File: src/pkg/hrtl_pkg.sv
// constants, types and hex helpers for the record transfer host
// assumes ASCII characters over an 8-bit character stream
package hrtl_pkg;
  // record characters and replies
  localparam logic [7:0] CH_SLASH    = 8'h2F;
  localparam logic [7:0] CH_CR       = 8'h0D;
  localparam logic [7:0] CH_ZERO     = 8'h30;
  localparam logic [7:0] CH_SEVEN    = 8'h37;
  localparam logic [7:0] CH_NINE     = 8'h39;
  localparam logic [7:0] CH_ERR_TEXT = 8'h45;
  // limits
  localparam int          MAX_DATA        = 30;
  localparam int          MAX_TRIES       = 10;
  localparam int          BUF_DEPTH       = 32;
  localparam int          SYNC_STAGES     = 3;
  localparam logic [15:0] LOAD_ADDR_FLOOR = 16'h4500;
  // character positions inside a record, and record lengths
  localparam logic [6:0] POS_ADDR_LAST  = 7'h04;
  localparam logic [6:0] POS_CNT_LAST   = 7'h06;
  localparam logic [6:0] POS_HSUM_LAST  = 7'h08;
  localparam logic [6:0] POS_DATA_FIRST = 7'h09;
  localparam logic [6:0] END_ESUM_LAST  = 7'h0A;
  localparam logic [6:0] DATA_OVERHEAD  = 7'h0C;
  localparam logic [6:0] END_LEN        = 7'h0C;
  localparam logic [6:0] ERR_LEN        = 7'h04;
  // failure codes
  localparam logic [2:0] FAIL_NONE  = 3'h0;
  localparam logic [2:0] FAIL_RANGE = 3'h1;
  localparam logic [2:0] FAIL_RETRY = 3'h2;
  localparam logic [2:0] FAIL_DEV   = 3'h3;
  localparam logic [2:0] FAIL_USER  = 3'h4;
  localparam logic [2:0] FAIL_FILE  = 3'h5;

  typedef enum logic [1:0] {K_DATA, K_END, K_ERR, K_REPLY} hrtl_kind_t;
  typedef enum logic [1:0] {TX_IDLE, TX_FETCH, TX_LOAD, TX_HOLD}
    hrtl_tx_state_t;
  typedef enum logic [2:0] {M_IDLE, M_TX, M_WAIT, M_RX, M_HOLD}
    hrtl_main_state_t;

  function automatic logic [7:0] hex_char(input logic [3:0] n);
    return (n < 4'hA) ? 8'h30 + {4'h0, n} : 8'h37 + {4'h0, n};
  endfunction

  function automatic logic [3:0] hex_val(input logic [7:0] c);
    return (c >= 8'h41) ? c[3:0] + 4'h9 : c[3:0];
  endfunction

  function automatic logic is_hex(input logic [7:0] c);
    return (c >= 8'h30 && c <= 8'h39) || (c >= 8'h41 && c <= 8'h46);
  endfunction

  function automatic logic [7:0] nsum(input logic [15:0] v);
    return 8'({4'h0, v[15:12]} + {4'h0, v[11:8]} + {4'h0, v[7:4]}
              + {4'h0, v[3:0]});
  endfunction

  function automatic logic [3:0] nib16(input logic [15:0] v,
                                       input logic [1:0]  i);
    case (i)
      2'h0:    return v[15:12];
      2'h1:    return v[11:8];
      2'h2:    return v[7:4];
      default: return v[3:0];
    endcase
  endfunction
endpackage

File: src/verilog/hrtl_sync.sv
// three-stage synchroniser for an asynchronous level input
// assumes one clock; output moves only when stages two and three agree
`timescale 1ns/1ps
`default_nettype none
module hrtl_sync (
  // clock and reset
  input  wire logic clk_i,
  input  wire logic rst_i,
  input  wire logic ce_i,
  // level
  input  wire logic d_i,
  output var  logic q_o
);
  logic s1;
  logic s2;
  logic s3;

  always_ff @(posedge clk_i or posedge rst_i) begin
    if (rst_i) begin
      s1  <= 1'b0;
      s2  <= 1'b0;
      s3  <= 1'b0;
      q_o <= 1'b0;
    end else if (ce_i) begin
      s1 <= d_i;
      s2 <= s1;
      s3 <= s2;
      if (s2 == s3) begin
        q_o <= s3;
      end
    end
  end
endmodule
`default_nettype wire

File: src/verilog/hrtl_mem.sv
// record payload buffer, one write and one registered read port
// assumes writer and reader never use the same word in one cycle
`timescale 1ns/1ps
`default_nettype none
module hrtl_mem #(
  parameter int WIDTH = 8,
  parameter int DEPTH = 32,
  parameter int AW    = 5
) (
  // clock and reset
  input  wire logic             clk_i,
  input  wire logic             rst_i,
  input  wire logic             ce_i,
  // write port
  input  wire logic             we_i,
  input  wire logic [AW-1:0]    waddr_i,
  input  wire logic [WIDTH-1:0] wdata_i,
  // read port
  input  wire logic [AW-1:0]    raddr_i,
  output var  logic [WIDTH-1:0] rdata_o
);
  logic [WIDTH-1:0] mem [DEPTH];

  always_ff @(posedge clk_i) begin
    if (ce_i && we_i) begin
      mem[waddr_i] <= wdata_i;
    end
  end

  always_ff @(posedge clk_i or posedge rst_i) begin
    if (rst_i) begin
      rdata_o <= '0;
    end else if (ce_i) begin
      rdata_o <= mem[raddr_i];
    end
  end
endmodule
`default_nettype wire

File: src/verilog/hrtl_host.sv
// host end of the hex record link: loads records into the board,
// receives records sent by the board, checks sums and replies.
// assumes a character stream on the same clock, escape key on a pin.
`timescale 1ns/1ps
`default_nettype none
module hrtl_host
  import hrtl_pkg::*;
#(
  parameter int MAX_DATA_P  = MAX_DATA,
  parameter int MAX_TRIES_P = MAX_TRIES
) (
  // clock, reset, enable
  input  wire logic        CORE_CLK_I,
  input  wire logic        RST_I,
  input  wire logic        CLK_EN_I,
  // user commands
  input  wire logic        LOAD_GO_I,
  input  wire logic        LOAD_END_I,
  input  wire logic        RECV_GO_I,
  input  wire logic [15:0] LOAD_ADDR_I,
  input  wire logic [4:0]  LOAD_COUNT_I,
  input  wire logic [15:0] ENTRY_I,
  input  wire logic        FILE_ERR_I,
  input  wire logic        REC_TAKEN_I,
  input  wire logic        ABORT_PIN_I,
  // user buffer access
  input  wire logic        USR_WE_I,
  input  wire logic [4:0]  USR_WADDR_I,
  input  wire logic [7:0]  USR_WDATA_I,
  input  wire logic [4:0]  USR_RADDR_I,
  output var  logic [7:0]  USR_RDATA_O,
  // character link
  input  wire logic [7:0]  RX_DATA_I,
  input  wire logic        RX_VALID_I,
  input  wire logic        TX_READY_I,
  output var  logic [7:0]  TX_DATA_O,
  output var  logic        TX_VALID_O,
  // status
  output var  logic        BUSY_O,
  output var  logic        DONE_O,
  output var  logic        FAIL_O,
  output var  logic [2:0]  FAIL_CODE_O,
  output var  logic [3:0]  TRIES_O,
  output var  logic        REC_VALID_O,
  output var  logic [15:0] REC_ADDR_O,
  output var  logic [7:0]  REC_COUNT_O,
  output var  logic [15:0] ENTRY_O
);
  hrtl_main_state_t m_state;
  hrtl_main_state_t m_ret;
  hrtl_tx_state_t   tx_state;
  hrtl_kind_t       kind;
  logic [7:0]  reply_char;
  logic [2:0]  fin;
  logic        tx_go;
  logic        tx_done;
  logic [15:0] cur_addr;
  logic [4:0]  cur_cnt;
  logic [6:0]  tx_pos;
  logic [6:0]  tx_len;
  logic [6:0]  tx_k;
  logic [7:0]  psum_tx;
  logic [7:0]  hsum_tx;
  logic [15:0] esum_tx;
  logic [7:0]  next_char;
  logic [3:0]  nib;
  logic        is_nib;
  logic        data_nib;
  logic [7:0]  mem_rdata;
  logic        abort_sync;
  logic [6:0]  rx_pos;
  logic [6:0]  rx_k;
  logic [6:0]  rx_exp_cr;
  logic [15:0] rx_sh;
  logic [15:0] rx_addr;
  logic [7:0]  rx_cnt;
  logic [7:0]  hcalc;
  logic [7:0]  pcalc;
  logic [3:0]  nv;
  logic        rx_bad;
  logic        rx_err_rec;
  logic        rec_end;
  logic        rec_good;
  logic        rx_we;

  hrtl_sync u_abort_sync (
    .clk_i (CORE_CLK_I),
    .rst_i (RST_I),
    .ce_i  (CLK_EN_I),
    .d_i   (ABORT_PIN_I),
    .q_o   (abort_sync)
  );

  // buffer shared: receiver writes while receiving, the user only while idle
  hrtl_mem #(.WIDTH(8), .DEPTH(BUF_DEPTH), .AW(5)) u_buf (
    .clk_i   (CORE_CLK_I),
    .rst_i   (RST_I),
    .ce_i    (CLK_EN_I),
    .we_i    (rx_we || (m_state == M_IDLE && USR_WE_I)),
    .waddr_i (rx_we ? 5'(rx_k[5:1]) : USR_WADDR_I),
    .wdata_i (rx_we ? {rx_sh[3:0], nv} : USR_WDATA_I),
    .raddr_i ((tx_state != TX_IDLE) ? 5'(tx_k[5:1]) : USR_RADDR_I),
    .rdata_o (mem_rdata)
  );
  assign USR_RDATA_O = mem_rdata;

  // transmit side: character for the current position
  always_comb begin
    hsum_tx = 8'(nsum(cur_addr) + {7'h00, cur_cnt[4]} + {4'h0, cur_cnt[3:0]});
    esum_tx = {8'h00, nsum(cur_addr)};
    tx_k = tx_pos - POS_DATA_FIRST;
    nib = 4'h0;
    is_nib = 1'b0;
    data_nib = 1'b0;
    next_char = CH_CR;
    case (kind)
      K_REPLY: next_char = reply_char;
      K_ERR: begin
        if (tx_pos == 7'h02) next_char = CH_ERR_TEXT;
        else if (tx_pos != ERR_LEN - 7'h01) next_char = CH_SLASH;
      end
      default: begin
        is_nib = 1'b1;
        if (tx_pos == 7'h00) begin
          is_nib = 1'b0;
          next_char = CH_SLASH;
        end else if (tx_pos <= POS_ADDR_LAST) begin
          nib = nib16(cur_addr, 2'(tx_pos - 7'h01));
        end else if (kind == K_END) begin
          if (tx_pos <= POS_CNT_LAST) nib = 4'h0;
          else if (tx_pos <= END_ESUM_LAST)
            nib = nib16(esum_tx, 2'(tx_pos - 7'h07));
          else is_nib = 1'b0;
        end else if (tx_pos == 7'h05) nib = {3'h0, cur_cnt[4]};
        else if (tx_pos == 7'h06) nib = cur_cnt[3:0];
        else if (tx_pos == 7'h07) nib = hsum_tx[7:4];
        else if (tx_pos == POS_HSUM_LAST) nib = hsum_tx[3:0];
        else if (tx_pos < tx_len - 7'h03) begin
          nib = tx_k[0] ? mem_rdata[3:0] : mem_rdata[7:4];
          data_nib = 1'b1;
        end else if (tx_pos == tx_len - 7'h03) nib = psum_tx[7:4];
        else if (tx_pos == tx_len - 7'h02) nib = psum_tx[3:0];
        else is_nib = 1'b0;
        if (is_nib) next_char = hex_char(nib);
      end
    endcase
  end

  always_ff @(posedge CORE_CLK_I or posedge RST_I) begin
    if (RST_I) begin
      tx_state   <= TX_IDLE;
      tx_pos     <= 7'h00;
      psum_tx    <= 8'h00;
      tx_done    <= 1'b0;
      TX_DATA_O  <= 8'h00;
      TX_VALID_O <= 1'b0;
    end else if (CLK_EN_I) begin
      tx_done <= 1'b0;
      case (tx_state)
        TX_IDLE: if (tx_go) begin
          tx_pos   <= 7'h00;
          psum_tx  <= 8'h00;
          tx_state <= TX_FETCH;
        end
        // buffer read is registered, so wait one cycle for its data
        TX_FETCH: tx_state <= TX_LOAD;
        TX_LOAD: begin
          TX_DATA_O  <= next_char;
          TX_VALID_O <= 1'b1;
          if (data_nib) psum_tx <= psum_tx + {4'h0, nib};
          tx_state <= TX_HOLD;
        end
        TX_HOLD: if (TX_READY_I) begin
          TX_VALID_O <= 1'b0;
          if (tx_pos == tx_len - 7'h01) begin
            tx_done  <= 1'b1;
            tx_state <= TX_IDLE;
          end else begin
            tx_pos   <= tx_pos + 7'h01;
            tx_state <= TX_FETCH;
          end
        end
        default: tx_state <= TX_IDLE;
      endcase
    end
  end

  always_comb begin
    case (kind)
      K_REPLY: tx_len = 7'h01;
      K_ERR:   tx_len = ERR_LEN;
      K_END:   tx_len = END_LEN;
      default: tx_len = DATA_OVERHEAD + {1'b0, cur_cnt, 1'b0};
    endcase
  end

  // receive side decode
  always_comb begin
    nv = hex_val(RX_DATA_I);
    rx_k = rx_pos - POS_DATA_FIRST;
    rx_exp_cr = (rx_cnt == 8'h00) ? END_LEN - 7'h01
              : 7'(DATA_OVERHEAD - 7'h01 + {rx_cnt[5:0], 1'b0});
    rec_end = RX_VALID_I && m_state == M_RX && rx_pos != 7'h00
              && RX_DATA_I == CH_CR;
    rec_good = !rx_bad && rx_pos == rx_exp_cr;
    rx_we = RX_VALID_I && m_state == M_RX && !rx_err_rec && !rx_bad
            && is_hex(RX_DATA_I) && rx_cnt != 8'h00
            && rx_pos > POS_HSUM_LAST && rx_pos < rx_exp_cr - 7'h02
            && rx_k[0];
  end

  always_ff @(posedge CORE_CLK_I or posedge RST_I) begin
    if (RST_I) begin
      rx_pos     <= 7'h00;
      rx_sh      <= 16'h0000;
      rx_addr    <= 16'h0000;
      rx_cnt     <= 8'h00;
      hcalc      <= 8'h00;
      pcalc      <= 8'h00;
      rx_bad     <= 1'b0;
      rx_err_rec <= 1'b0;
    end else if (CLK_EN_I) begin
      if (m_state != M_RX) begin
        rx_pos <= 7'h00;
      end else if (RX_VALID_I) begin
        if (rx_pos == 7'h00) begin
          // stray characters between records are skipped
          if (RX_DATA_I == CH_SLASH) begin
            rx_pos     <= 7'h01;
            rx_bad     <= 1'b0;
            rx_err_rec <= 1'b0;
            rx_cnt     <= 8'h00;
            hcalc      <= 8'h00;
            pcalc      <= 8'h00;
          end
        end else if (RX_DATA_I == CH_CR) begin
          rx_pos <= 7'h00;
        end else begin
          if (rx_pos != 7'h7F) rx_pos <= rx_pos + 7'h01;
          if (rx_pos == 7'h01 && RX_DATA_I == CH_SLASH) begin
            rx_err_rec <= 1'b1;
          end else if (!rx_err_rec) begin
            if (!is_hex(RX_DATA_I) || rx_pos >= rx_exp_cr)
              rx_bad <= 1'b1;
            rx_sh <= {rx_sh[11:0], nv};
            if (rx_pos <= POS_CNT_LAST) hcalc <= hcalc + {4'h0, nv};
            if (rx_pos == POS_ADDR_LAST) rx_addr <= {rx_sh[11:0], nv};
            if (rx_pos == POS_CNT_LAST) begin
              rx_cnt <= {rx_sh[3:0], nv};
              if ({rx_sh[3:0], nv} > 8'(MAX_DATA_P)) rx_bad <= 1'b1;
            end
            if (rx_cnt == 8'h00) begin
              if (rx_pos == END_ESUM_LAST
                  && {rx_sh[11:0], nv} != {8'h00, nsum(rx_addr)})
                rx_bad <= 1'b1;
            end else begin
              if (rx_pos == POS_HSUM_LAST && {rx_sh[3:0], nv} != hcalc)
                rx_bad <= 1'b1;
              if (rx_pos > POS_HSUM_LAST && rx_pos < rx_exp_cr - 7'h02)
                pcalc <= pcalc + {4'h0, nv};
              if (rx_pos == rx_exp_cr - 7'h01
                  && {rx_sh[3:0], nv} != pcalc)
                rx_bad <= 1'b1;
            end
          end
        end
      end
    end
  end

  // transfer control
  always_ff @(posedge CORE_CLK_I or posedge RST_I) begin
    if (RST_I) begin
      m_state     <= M_IDLE;
      m_ret       <= M_IDLE;
      kind        <= K_REPLY;
      reply_char  <= CH_ZERO;
      fin         <= FAIL_NONE;
      tx_go       <= 1'b0;
      cur_addr    <= 16'h0000;
      cur_cnt     <= 5'h00;
      TRIES_O     <= 4'h0;
      DONE_O      <= 1'b0;
      FAIL_O      <= 1'b0;
      FAIL_CODE_O <= FAIL_NONE;
      BUSY_O      <= 1'b0;
      REC_VALID_O <= 1'b0;
      REC_ADDR_O  <= 16'h0000;
      REC_COUNT_O <= 8'h00;
      ENTRY_O     <= 16'h0000;
    end else if (CLK_EN_I) begin
      tx_go       <= 1'b0;
      DONE_O      <= 1'b0;
      FAIL_O      <= 1'b0;
      REC_VALID_O <= 1'b0;
      BUSY_O      <= m_state != M_IDLE;
      case (m_state)
        M_IDLE: begin
          fin <= FAIL_NONE;
          if (LOAD_GO_I) begin
            if (LOAD_ADDR_I <= LOAD_ADDR_FLOOR || LOAD_COUNT_I == 5'h00
                || LOAD_COUNT_I > 5'(MAX_DATA_P)) begin
              FAIL_O      <= 1'b1;
              FAIL_CODE_O <= FAIL_RANGE;
            end else begin
              cur_addr <= LOAD_ADDR_I;
              cur_cnt  <= LOAD_COUNT_I;
              kind     <= K_DATA;
              TRIES_O  <= 4'h0;
              tx_go    <= 1'b1;
              m_ret    <= M_WAIT;
              m_state  <= M_TX;
            end
          end else if (LOAD_END_I) begin
            cur_addr <= ENTRY_I;
            cur_cnt  <= 5'h00;
            kind     <= K_END;
            TRIES_O  <= 4'h0;
            tx_go    <= 1'b1;
            m_ret    <= M_WAIT;
            m_state  <= M_TX;
          end else if (RECV_GO_I) begin
            kind       <= K_REPLY;
            reply_char <= FILE_ERR_I ? CH_NINE : CH_ZERO;
            fin        <= FILE_ERR_I ? FAIL_FILE : FAIL_NONE;
            m_ret      <= FILE_ERR_I ? M_IDLE : M_RX;
            TRIES_O    <= 4'h0;
            tx_go      <= 1'b1;
            m_state    <= M_TX;
          end
        end
        M_TX: if (tx_done) begin
          m_state <= m_ret;
          if (m_ret == M_IDLE) begin
            DONE_O      <= fin == FAIL_NONE;
            FAIL_O      <= fin != FAIL_NONE;
            FAIL_CODE_O <= fin;
          end
        end
        M_WAIT: begin
          if (abort_sync) begin
            kind    <= K_ERR;
            fin     <= FAIL_USER;
            tx_go   <= 1'b1;
            m_ret   <= M_IDLE;
            m_state <= M_TX;
          end else if (RX_VALID_I) begin
            case (RX_DATA_I)
              CH_ZERO: begin
                DONE_O  <= 1'b1;
                m_state <= M_IDLE;
              end
              CH_SEVEN: begin
                TRIES_O <= TRIES_O + 4'h1;
                tx_go   <= 1'b1;
                m_state <= M_TX;
                if (TRIES_O == 4'(MAX_TRIES_P - 1)) begin
                  kind  <= K_ERR;
                  fin   <= FAIL_RETRY;
                  m_ret <= M_IDLE;
                end
              end
              CH_NINE: begin
                FAIL_O      <= 1'b1;
                FAIL_CODE_O <= FAIL_DEV;
                m_state     <= M_IDLE;
              end
              default: ;
            endcase
          end
        end
        M_RX: begin
          if (abort_sync) begin
            kind       <= K_REPLY;
            reply_char <= CH_NINE;
            fin        <= FAIL_USER;
            tx_go      <= 1'b1;
            m_ret      <= M_IDLE;
            m_state    <= M_TX;
          end else if (rec_end) begin
            if (rx_err_rec) begin
              FAIL_O      <= 1'b1;
              FAIL_CODE_O <= FAIL_DEV;
              m_state     <= M_IDLE;
            end else if (!rec_good) begin
              kind       <= K_REPLY;
              reply_char <= CH_SEVEN;
              if (TRIES_O != 4'hF) TRIES_O <= TRIES_O + 4'h1;
              tx_go      <= 1'b1;
              m_ret      <= M_RX;
              m_state    <= M_TX;
            end else if (rx_cnt == 8'h00) begin
              ENTRY_O    <= rx_addr;
              kind       <= K_REPLY;
              reply_char <= CH_ZERO;
              tx_go      <= 1'b1;
              m_ret      <= M_IDLE;
              m_state    <= M_TX;
            end else begin
              REC_VALID_O <= 1'b1;
              REC_ADDR_O  <= rx_addr;
              REC_COUNT_O <= rx_cnt;
              TRIES_O     <= 4'h0;
              m_state     <= M_HOLD;
            end
          end
        end
        // the ack waits for the user, holding the board back
        M_HOLD: if (REC_TAKEN_I) begin
          kind       <= K_REPLY;
          reply_char <= FILE_ERR_I ? CH_NINE : CH_ZERO;
          fin        <= FILE_ERR_I ? FAIL_FILE : FAIL_NONE;
          m_ret      <= FILE_ERR_I ? M_IDLE : M_RX;
          tx_go      <= 1'b1;
          m_state    <= M_TX;
        end
        default: m_state <= M_IDLE;
      endcase
    end
  end
endmodule
`default_nettype wire

File: config.mk
export PLATFORM = sky130hd
export DESIGN_NAME = hrtl_host
export DESIGN_NICKNAME = d
export VERILOG_FILES = /design/src/pkg/hrtl_pkg.sv /design/src/verilog/hrtl_sync.sv /design/src/verilog/hrtl_mem.sv /design/src/verilog/hrtl_host.sv
export SDC_FILE = /design/constraint.sdc
export NUM_CORES = 1
export LEC_CHECK = 0
export BUFFER_PORTS_ARGS = -buffer_cell sky130_fd_sc_hd__buf_4
export CAP_MARGIN = 20
export CORE_MARGIN = 2
export CORE_UTILIZATION = 24
export CTS_BUF_LIST = sky130_fd_sc_hd__clkbuf_4 sky130_fd_sc_hd__clkbuf_8 sky130_fd_sc_hd__clkbuf_16
export CTS_CLUSTER_DIAMETER = 40
export DETAILED_ROUTE_END_ITERATION = 8
export HOLD_SLACK_MARGIN = 0.1
export PLACE_DENSITY_LB_ADDON = 0.1
export SLEW_MARGIN = 20
export SYNTH_ARGS = -nofsm -noshare
export SYNTH_HDL_FRONTEND = slang
export SYNTH_HIERARCHICAL = 1
export SYNTH_SLANG_ARGS = --single-unit
File: constraint.sdc
create_clock -name CORE_CLK_I -period 6.3 [get_ports CORE_CLK_I]
set_input_delay 1.26 -clock CORE_CLK_I [delete_from_list [all_inputs] [get_ports CORE_CLK_I]]
set_output_delay 1.26 -clock CORE_CLK_I [all_outputs]
set_load 0.01 [all_outputs]
# Yosys cells after proc, flatten, opt, wreduce, memory -nomap -nowiden
# Memory sizes are Yosys's and may differ from the RTL's. A register that Yosys moved wholly into a read port is not among the register bits.
# Index checks and enable logic that the tools add are counted.
# op_classes
addsub	28
mux	243
bitwise	7
n_lt_le_gt_ge	16
n_eq_ne	82
n_reduce_logical	83
# ops
op	count
$mux W8	30
$mux W3	47
$mux W4	30
$mux W7	12
$mux W1	78
$mux W16	3
$ne A2 B2 Y1 const B	20
$pmux W3 S4	3
$eq A7 B3 Y1 const B	5
$eq A7 B7 Y1	5
$reduce_and A7 Y1	5
$mux W2	17
$add A8 B4 Y8	4
$eq A8 B6 Y1 const B	4
$pmux W8 S2	2
$reduce_and A8 Y1	4
$mux W5	5
$ne A3 B2 Y1 const B	8
$pmux W4 S3	2
$pmux W8 S3	1
$reduce_and A12 Y1	2
$eq A7 B4 Y1 const B	3
$le A7 B3 Y1 const B	3
$pmux W7 S3	1
75 further kinds	165
# totals
regBits	184
output_inout_bits	68
in_bits	75
ram_bits	256
memories	1
word_cells	495
# memory_table
memory	words	word_bits	rd	rd_ports_with_merged_regs	wr	line_no	source
u_buf.mem	32	8	1	1	1	hrtl_mem.sv:22	logic [WIDTH-1:0] mem [DEPTH];

# Depth between registers and ports, before layout
# depth
depth_word	19
mapped_depth	28
mapped_depth_nobuf	27

# Modules after synthesis
# Netlist, hierarchy kept.
# by_module_without_submodules
mod	cells_per_inst	area_each_um2	seq_area_each_um2	n_inst
hrtl_host	1304	12051.6	4331.7	1
hrtl_mem	594	10428.8	7887.6	1
hrtl_sync	11	160.2	100.1	1

# Worst setup path before layout
# OpenSTA, ideal clock, no wires.
# synth_timing
path_type	reg-to-reg
from	register kind[1]
to	register psum_tx[6]
period_less_slack_ps	5210
required_time_ps	6205
arrival_ps	5115
n_path_buf	1
stages_incl_launch_ff	29
path_slack_ps	1090
setup_ps	95
path_cell_list	dfstp_2 > inv_1 > ha_1 > buf_2 > inv_1 > mux2i_1 > ha_1 > nand2_1 > nand2_1 > xor2_1 > ha_1 > nand4_1 > a21oi_1 > a2111oi_2 > a22oi_1 > a21o_1 > a31oi_1 > o2111ai_1 > o211ai_1 > nor2_1 > ha_1 > fa_1 > a21o_1 > a21oi_1 > nand3b_1 > nand2_1 > nand2_1 > nand2_1 > o31ai_1
# synth_via
elab_chain_len	19
word_cells_on_any_way	36
classes_between	3 x add/sub; 1 x order compare; 6 x eq/ne; 24 x mux; 2 x reduce/logical
# synth_rtl
element	line_no	source
from (decl)	hrtl_host.sv:52	hrtl_kind_t kind;
from (signal assigned)	hrtl_host.sv:276	kind <= K_REPLY;
from (signal assigned)	hrtl_host.sv:308	kind <= K_DATA;
from (signal assigned)	hrtl_host.sv:317	kind <= K_END;
branches (longest 19 deep; another with $sub A7 B2 Y7)	--	
to (signal assigned)	hrtl_host.sv:170	if (data_nib) psum_tx <= psum_tx + {4'h0, nib};
to (decl)	hrtl_host.sv:62	logic [7:0] psum_tx;
# Parallel ways; which one is timed is not known. The select of a mux whose other input is x is not followed.
# A chain may end at the register's enable or synchronous reset.

# Worst setup path in the final report
# Ends and elaborated chain as after synthesis.

==> metrics <==
post-synthesis simple-gate area fraction 10.3%; HP Class register to register; Final #Nets 2281; Power, Total 14.8 mW; maximum buffer depth of the clock tree 3; R2R depth 28; HP Start u_abort_sync/s1$_DFFE_PP0P_; reg2reg start kind[1]$_DFFE_PP1P_; H-tree depth 3; hold slack 478 ps; Core Region 93500 um2; layout cells sized above 1 22.2%; clock network power share 33.7%; CP Max Fanout 12; Detailed Place HPWL 50.0 mm; post_cts resized 0; Worst-Skew Late Latency 670 ps; Syn Area/Cell 11.9 um2; Core Rows 112; Post-Synth Adder-Cell Area 6.00%; CP peak stage delay 570 ps; multiplexer share of the synthesized area 11.0%; Cell variety after synth 89; GRT overflow 0; synth warn 6; vias in the first global route 16500; skew final 60.2 ps; DRT iter0 DRCs 875; P_sw 5.72 mW; Max IR drop VDD 0.000368 V; Yosys reg bits 441; Main synth FF type edfxtp_1; TritonCTS buffer count 90; fmax 0.176 GHz; Avg WL per Cell 20.6 um; final worst path period share 90.3%; RSZ-0062 raised after global routing no; # hold bufs at CTS 0; largest net degree at the start of global routing 92; most used cell, CP nand2_1; XOR/XNOR share of the synthesized area 3.50%; Synth async-reset ratio 42.0%; root buffer cell clkbuf_16; Setup Fix Bufs, Post-CTS 0; sequential power share 24.3%; Layout area overhead 26.2%; Rel. slew slack 36.8%; Die Y 311 um; Int Pwr 9.04 mW; Vias/cell 4.61; WHS Endpoint u_abort_sync/s2$_DFFE_PP0P_; # port buffers 141; Final ANT Viol Nets 0; CTS tree yes; CTS Sinks 441; worst path required time 6870 ps; Synth Area in Compound Gates 11.3%; status completed; synthesized instance count 1909; Final Setup Violations 0; DR vias 15900; Leak 11.8 nW; Crit Reg-Reg Endpoint psum_tx[6]$_DFFE_PP0P_; sequential share of the synthesized area 54.4%; first-pass GRT wire length 108 mm; GRT Overall Usage 14.6%; drt first pass iters 8; WHS Path Cells 1; Cell Pwr Density 516 nW/um2; I/O pin cnt 143; Post-Route WL 70.9 mm; CP endpoint kind register; power share of the combinational group 42.0%; Max Cap Viol 0; crit path kind register to register; Fin Setup TNS 0 ps; Worst-path clk slew 50 ps; Syn Std Cell Area 22600 um2; initial antenna violation count 5; CP Launch Type register; Sw Share 38.8%; WP data arrival 6260 ps; main combinational cell family by area after synthesis compound AO/OA/AOI/OAI gates; Initial Utilization 24.2%; final-report hold violation count 0; Worst path slowest cell dfstp_2; actual slew at the worst max-slew pin 938 ps; R2R Setup Slk 610 ps; Tmin final 5690 ps; GP Congestion 0.824; Post-synth EDFFs 256; DRC Markers 0; Die Footprint 96800 um2; syn nets 2080; Die X 311 um; max-slew violations 0
-- Yosys cell counts (all sizes together), types with 6 or more instances --
library cell,number,area (um2)
a211oi,10,80.1
nand4,13,81.3
a31oi,14,87.6
clkbuf,46,173
nand2b,11,68.8
a21oi,103,523
xnor2,41,374
nand2,139,522
and2,10,62.6
dfrtp,183,4580
nor3,31,165
nor4b,6,73.8
mux2i,155,1560
inv,84,315
o31ai,8,60.1
or3,13,86.3
a22o,9,80.1
nor4,22,138
and3,8,55.1
o21a,10,75.1
edfxtp,256,7690
nand3,41,210
a22oi,67,508
fa,21,420
a21o,20,151
o22ai,7,43.8
buf,44,294
ha,75,938
nor2b,21,131
o21ai,100,516
mux2,83,935
nor2,139,522
nand3b,10,75.1
xor2,37,324
-- power by group through the flow --
| stage | Sequential [mW] | Combinational, mW | Clock (mW) |
|---|---|---|---|
| finish | 3.59 | 6.19 | 4.97 |
| CTS | 3.60 | 6.30 | 5.11 |
| floorplan | 3.53 | 4.46 | 0 |
| detailed placement | 3.65 | 6.27 | 0 |
| global placement | 3.64 | 6.28 | 0 |
| global route | 3.63 | 6.84 | 5.23 |
-- kinds of logic after synthesis --
group                    after synthesis
buffers and inverters                176
AO/OA/AOI/OAI                        394
flip-flops                           441
AND/OR/NAND/NOR                      481
other                                  1
XOR/XNOR                              82
multiplexers                         238
adder cells (fa/ha/maj)               96
-- registers in the layout (all words and copies together), names as in the netlist, 3 cells and up --
register and count:
u_buf/mem 256, m_state 3, hcalc 8, REC_ADDR_O 16, rx_addr 16, rx_cnt 8, psum_tx 8, cur_addr 16
pcalc 8, TX_DATA_O 7, tx_pos 7, u_buf/rdata_o 8, cur_cnt 5, FAIL_CODE_O 3, reply_char 3, ENTRY_O 16
rx_sh 12, rx_pos 7, TRIES_O 4, fin 3, REC_COUNT_O 8
-- layer usage --
metal	wire length [um]	share of wire [%]	track usage (%)	vias to the layer above
li1	-	-	-	7450
met1	33700	47	20.2	7960
met2	32500	46	23.1	335
met3	3160	4.5	2.87	108
met4	1440	2.0	3.95	10
met5	67	0.095	0	-
-- worst max-delay path by stage --
stage,start,slack [ps],cells after the start,to
final,kind[1]$_DFFE_PP1P_,610,28,psum_tx[6]$_DFFE_PP0P_
after global placement,kind[1]$_DFFE_PP1P_,770,28,psum_tx[6]$_DFFE_PP0P_
after global routing,kind[1]$_DFFE_PP1P_,200,28,psum_tx[6]$_DFFE_PP0P_
after detailed placement,kind[1]$_DFFE_PP1P_,650,28,psum_tx[6]$_DFFE_PP0P_
after floorplan,RST_I,350,1,BUSY_O$_DFFE_PP0P_
after CTS,kind[1]$_DFFE_PP1P_,600,28,psum_tx[6]$_DFFE_PP0P_
-- final cells by class --
| type | count | area [um2] |
|---|---|---|
| Multi-Input combinational cell | 1292 | 9590 |
| Timing Repair Buffer | 199 | 1530 |
| Antenna cell | 1 | 2.50 |
| Clock inverter | 64 | 846 |
| Inverter | 86 | 330 |
| Tap cell | 1254 | 1570 |
| Sequential cell | 441 | 12300 |
| Clock buffer | 105 | 2400 |
| Fill cell | 9535 | 64900 |
-- critical path, delay by kind of cell, from the launching register on --
family	cells	cell delay, ps
AO/OA/AOI/OAI	10	1700
adder cells (fa/ha/maj)	5	1470
AND/OR/NAND/NOR	8	780
flip-flops	1	570
buffers and inverters	3	480
multiplexers	1	450
XOR/XNOR	1	150
-- metrics by stage --
| step | util [%] | std cells | setup slack [ps] | instance area [um2] |
|---|---|---|---|---|
| after global placement | 27.1 | 3272 | 766 | 25300 |
| final | 30.6 | 3442 | 608 | 28600 |
| after floorplan | - | 1909 | 355 | 22600 |
| after global routing | 30.6 | 3441 | 195 | 28600 |
| after CTS | 30.6 | 3441 | 599 | 28600 |
| after detailed placement | 27.1 | 3272 | 649 | 25300 |
-- placed cells by master, fill, tap and decap left out, types with 14 or more instances in the layout --
cell type / instances
nand2_1: 139
nor4_1: 22
nor2_1: 138
clkbuf_16: 90
a31oi_1: 14
edfxtp_1: 256
nor2b_1: 19
clkinvlp_4: 14
nor3_1: 29
mux2i_1: 154
nand3_1: 40
buf_4: 196
a22oi_1: 66
a21oi_1: 101
a21o_1: 19
mux2_2: 83
o21ai_0: 90
xnor2_1: 39
xor2_1: 37
fa_1: 21
inv_1: 82
dfrtp_1: 183
ha_1: 75
(Power assumes the default switching activity.)
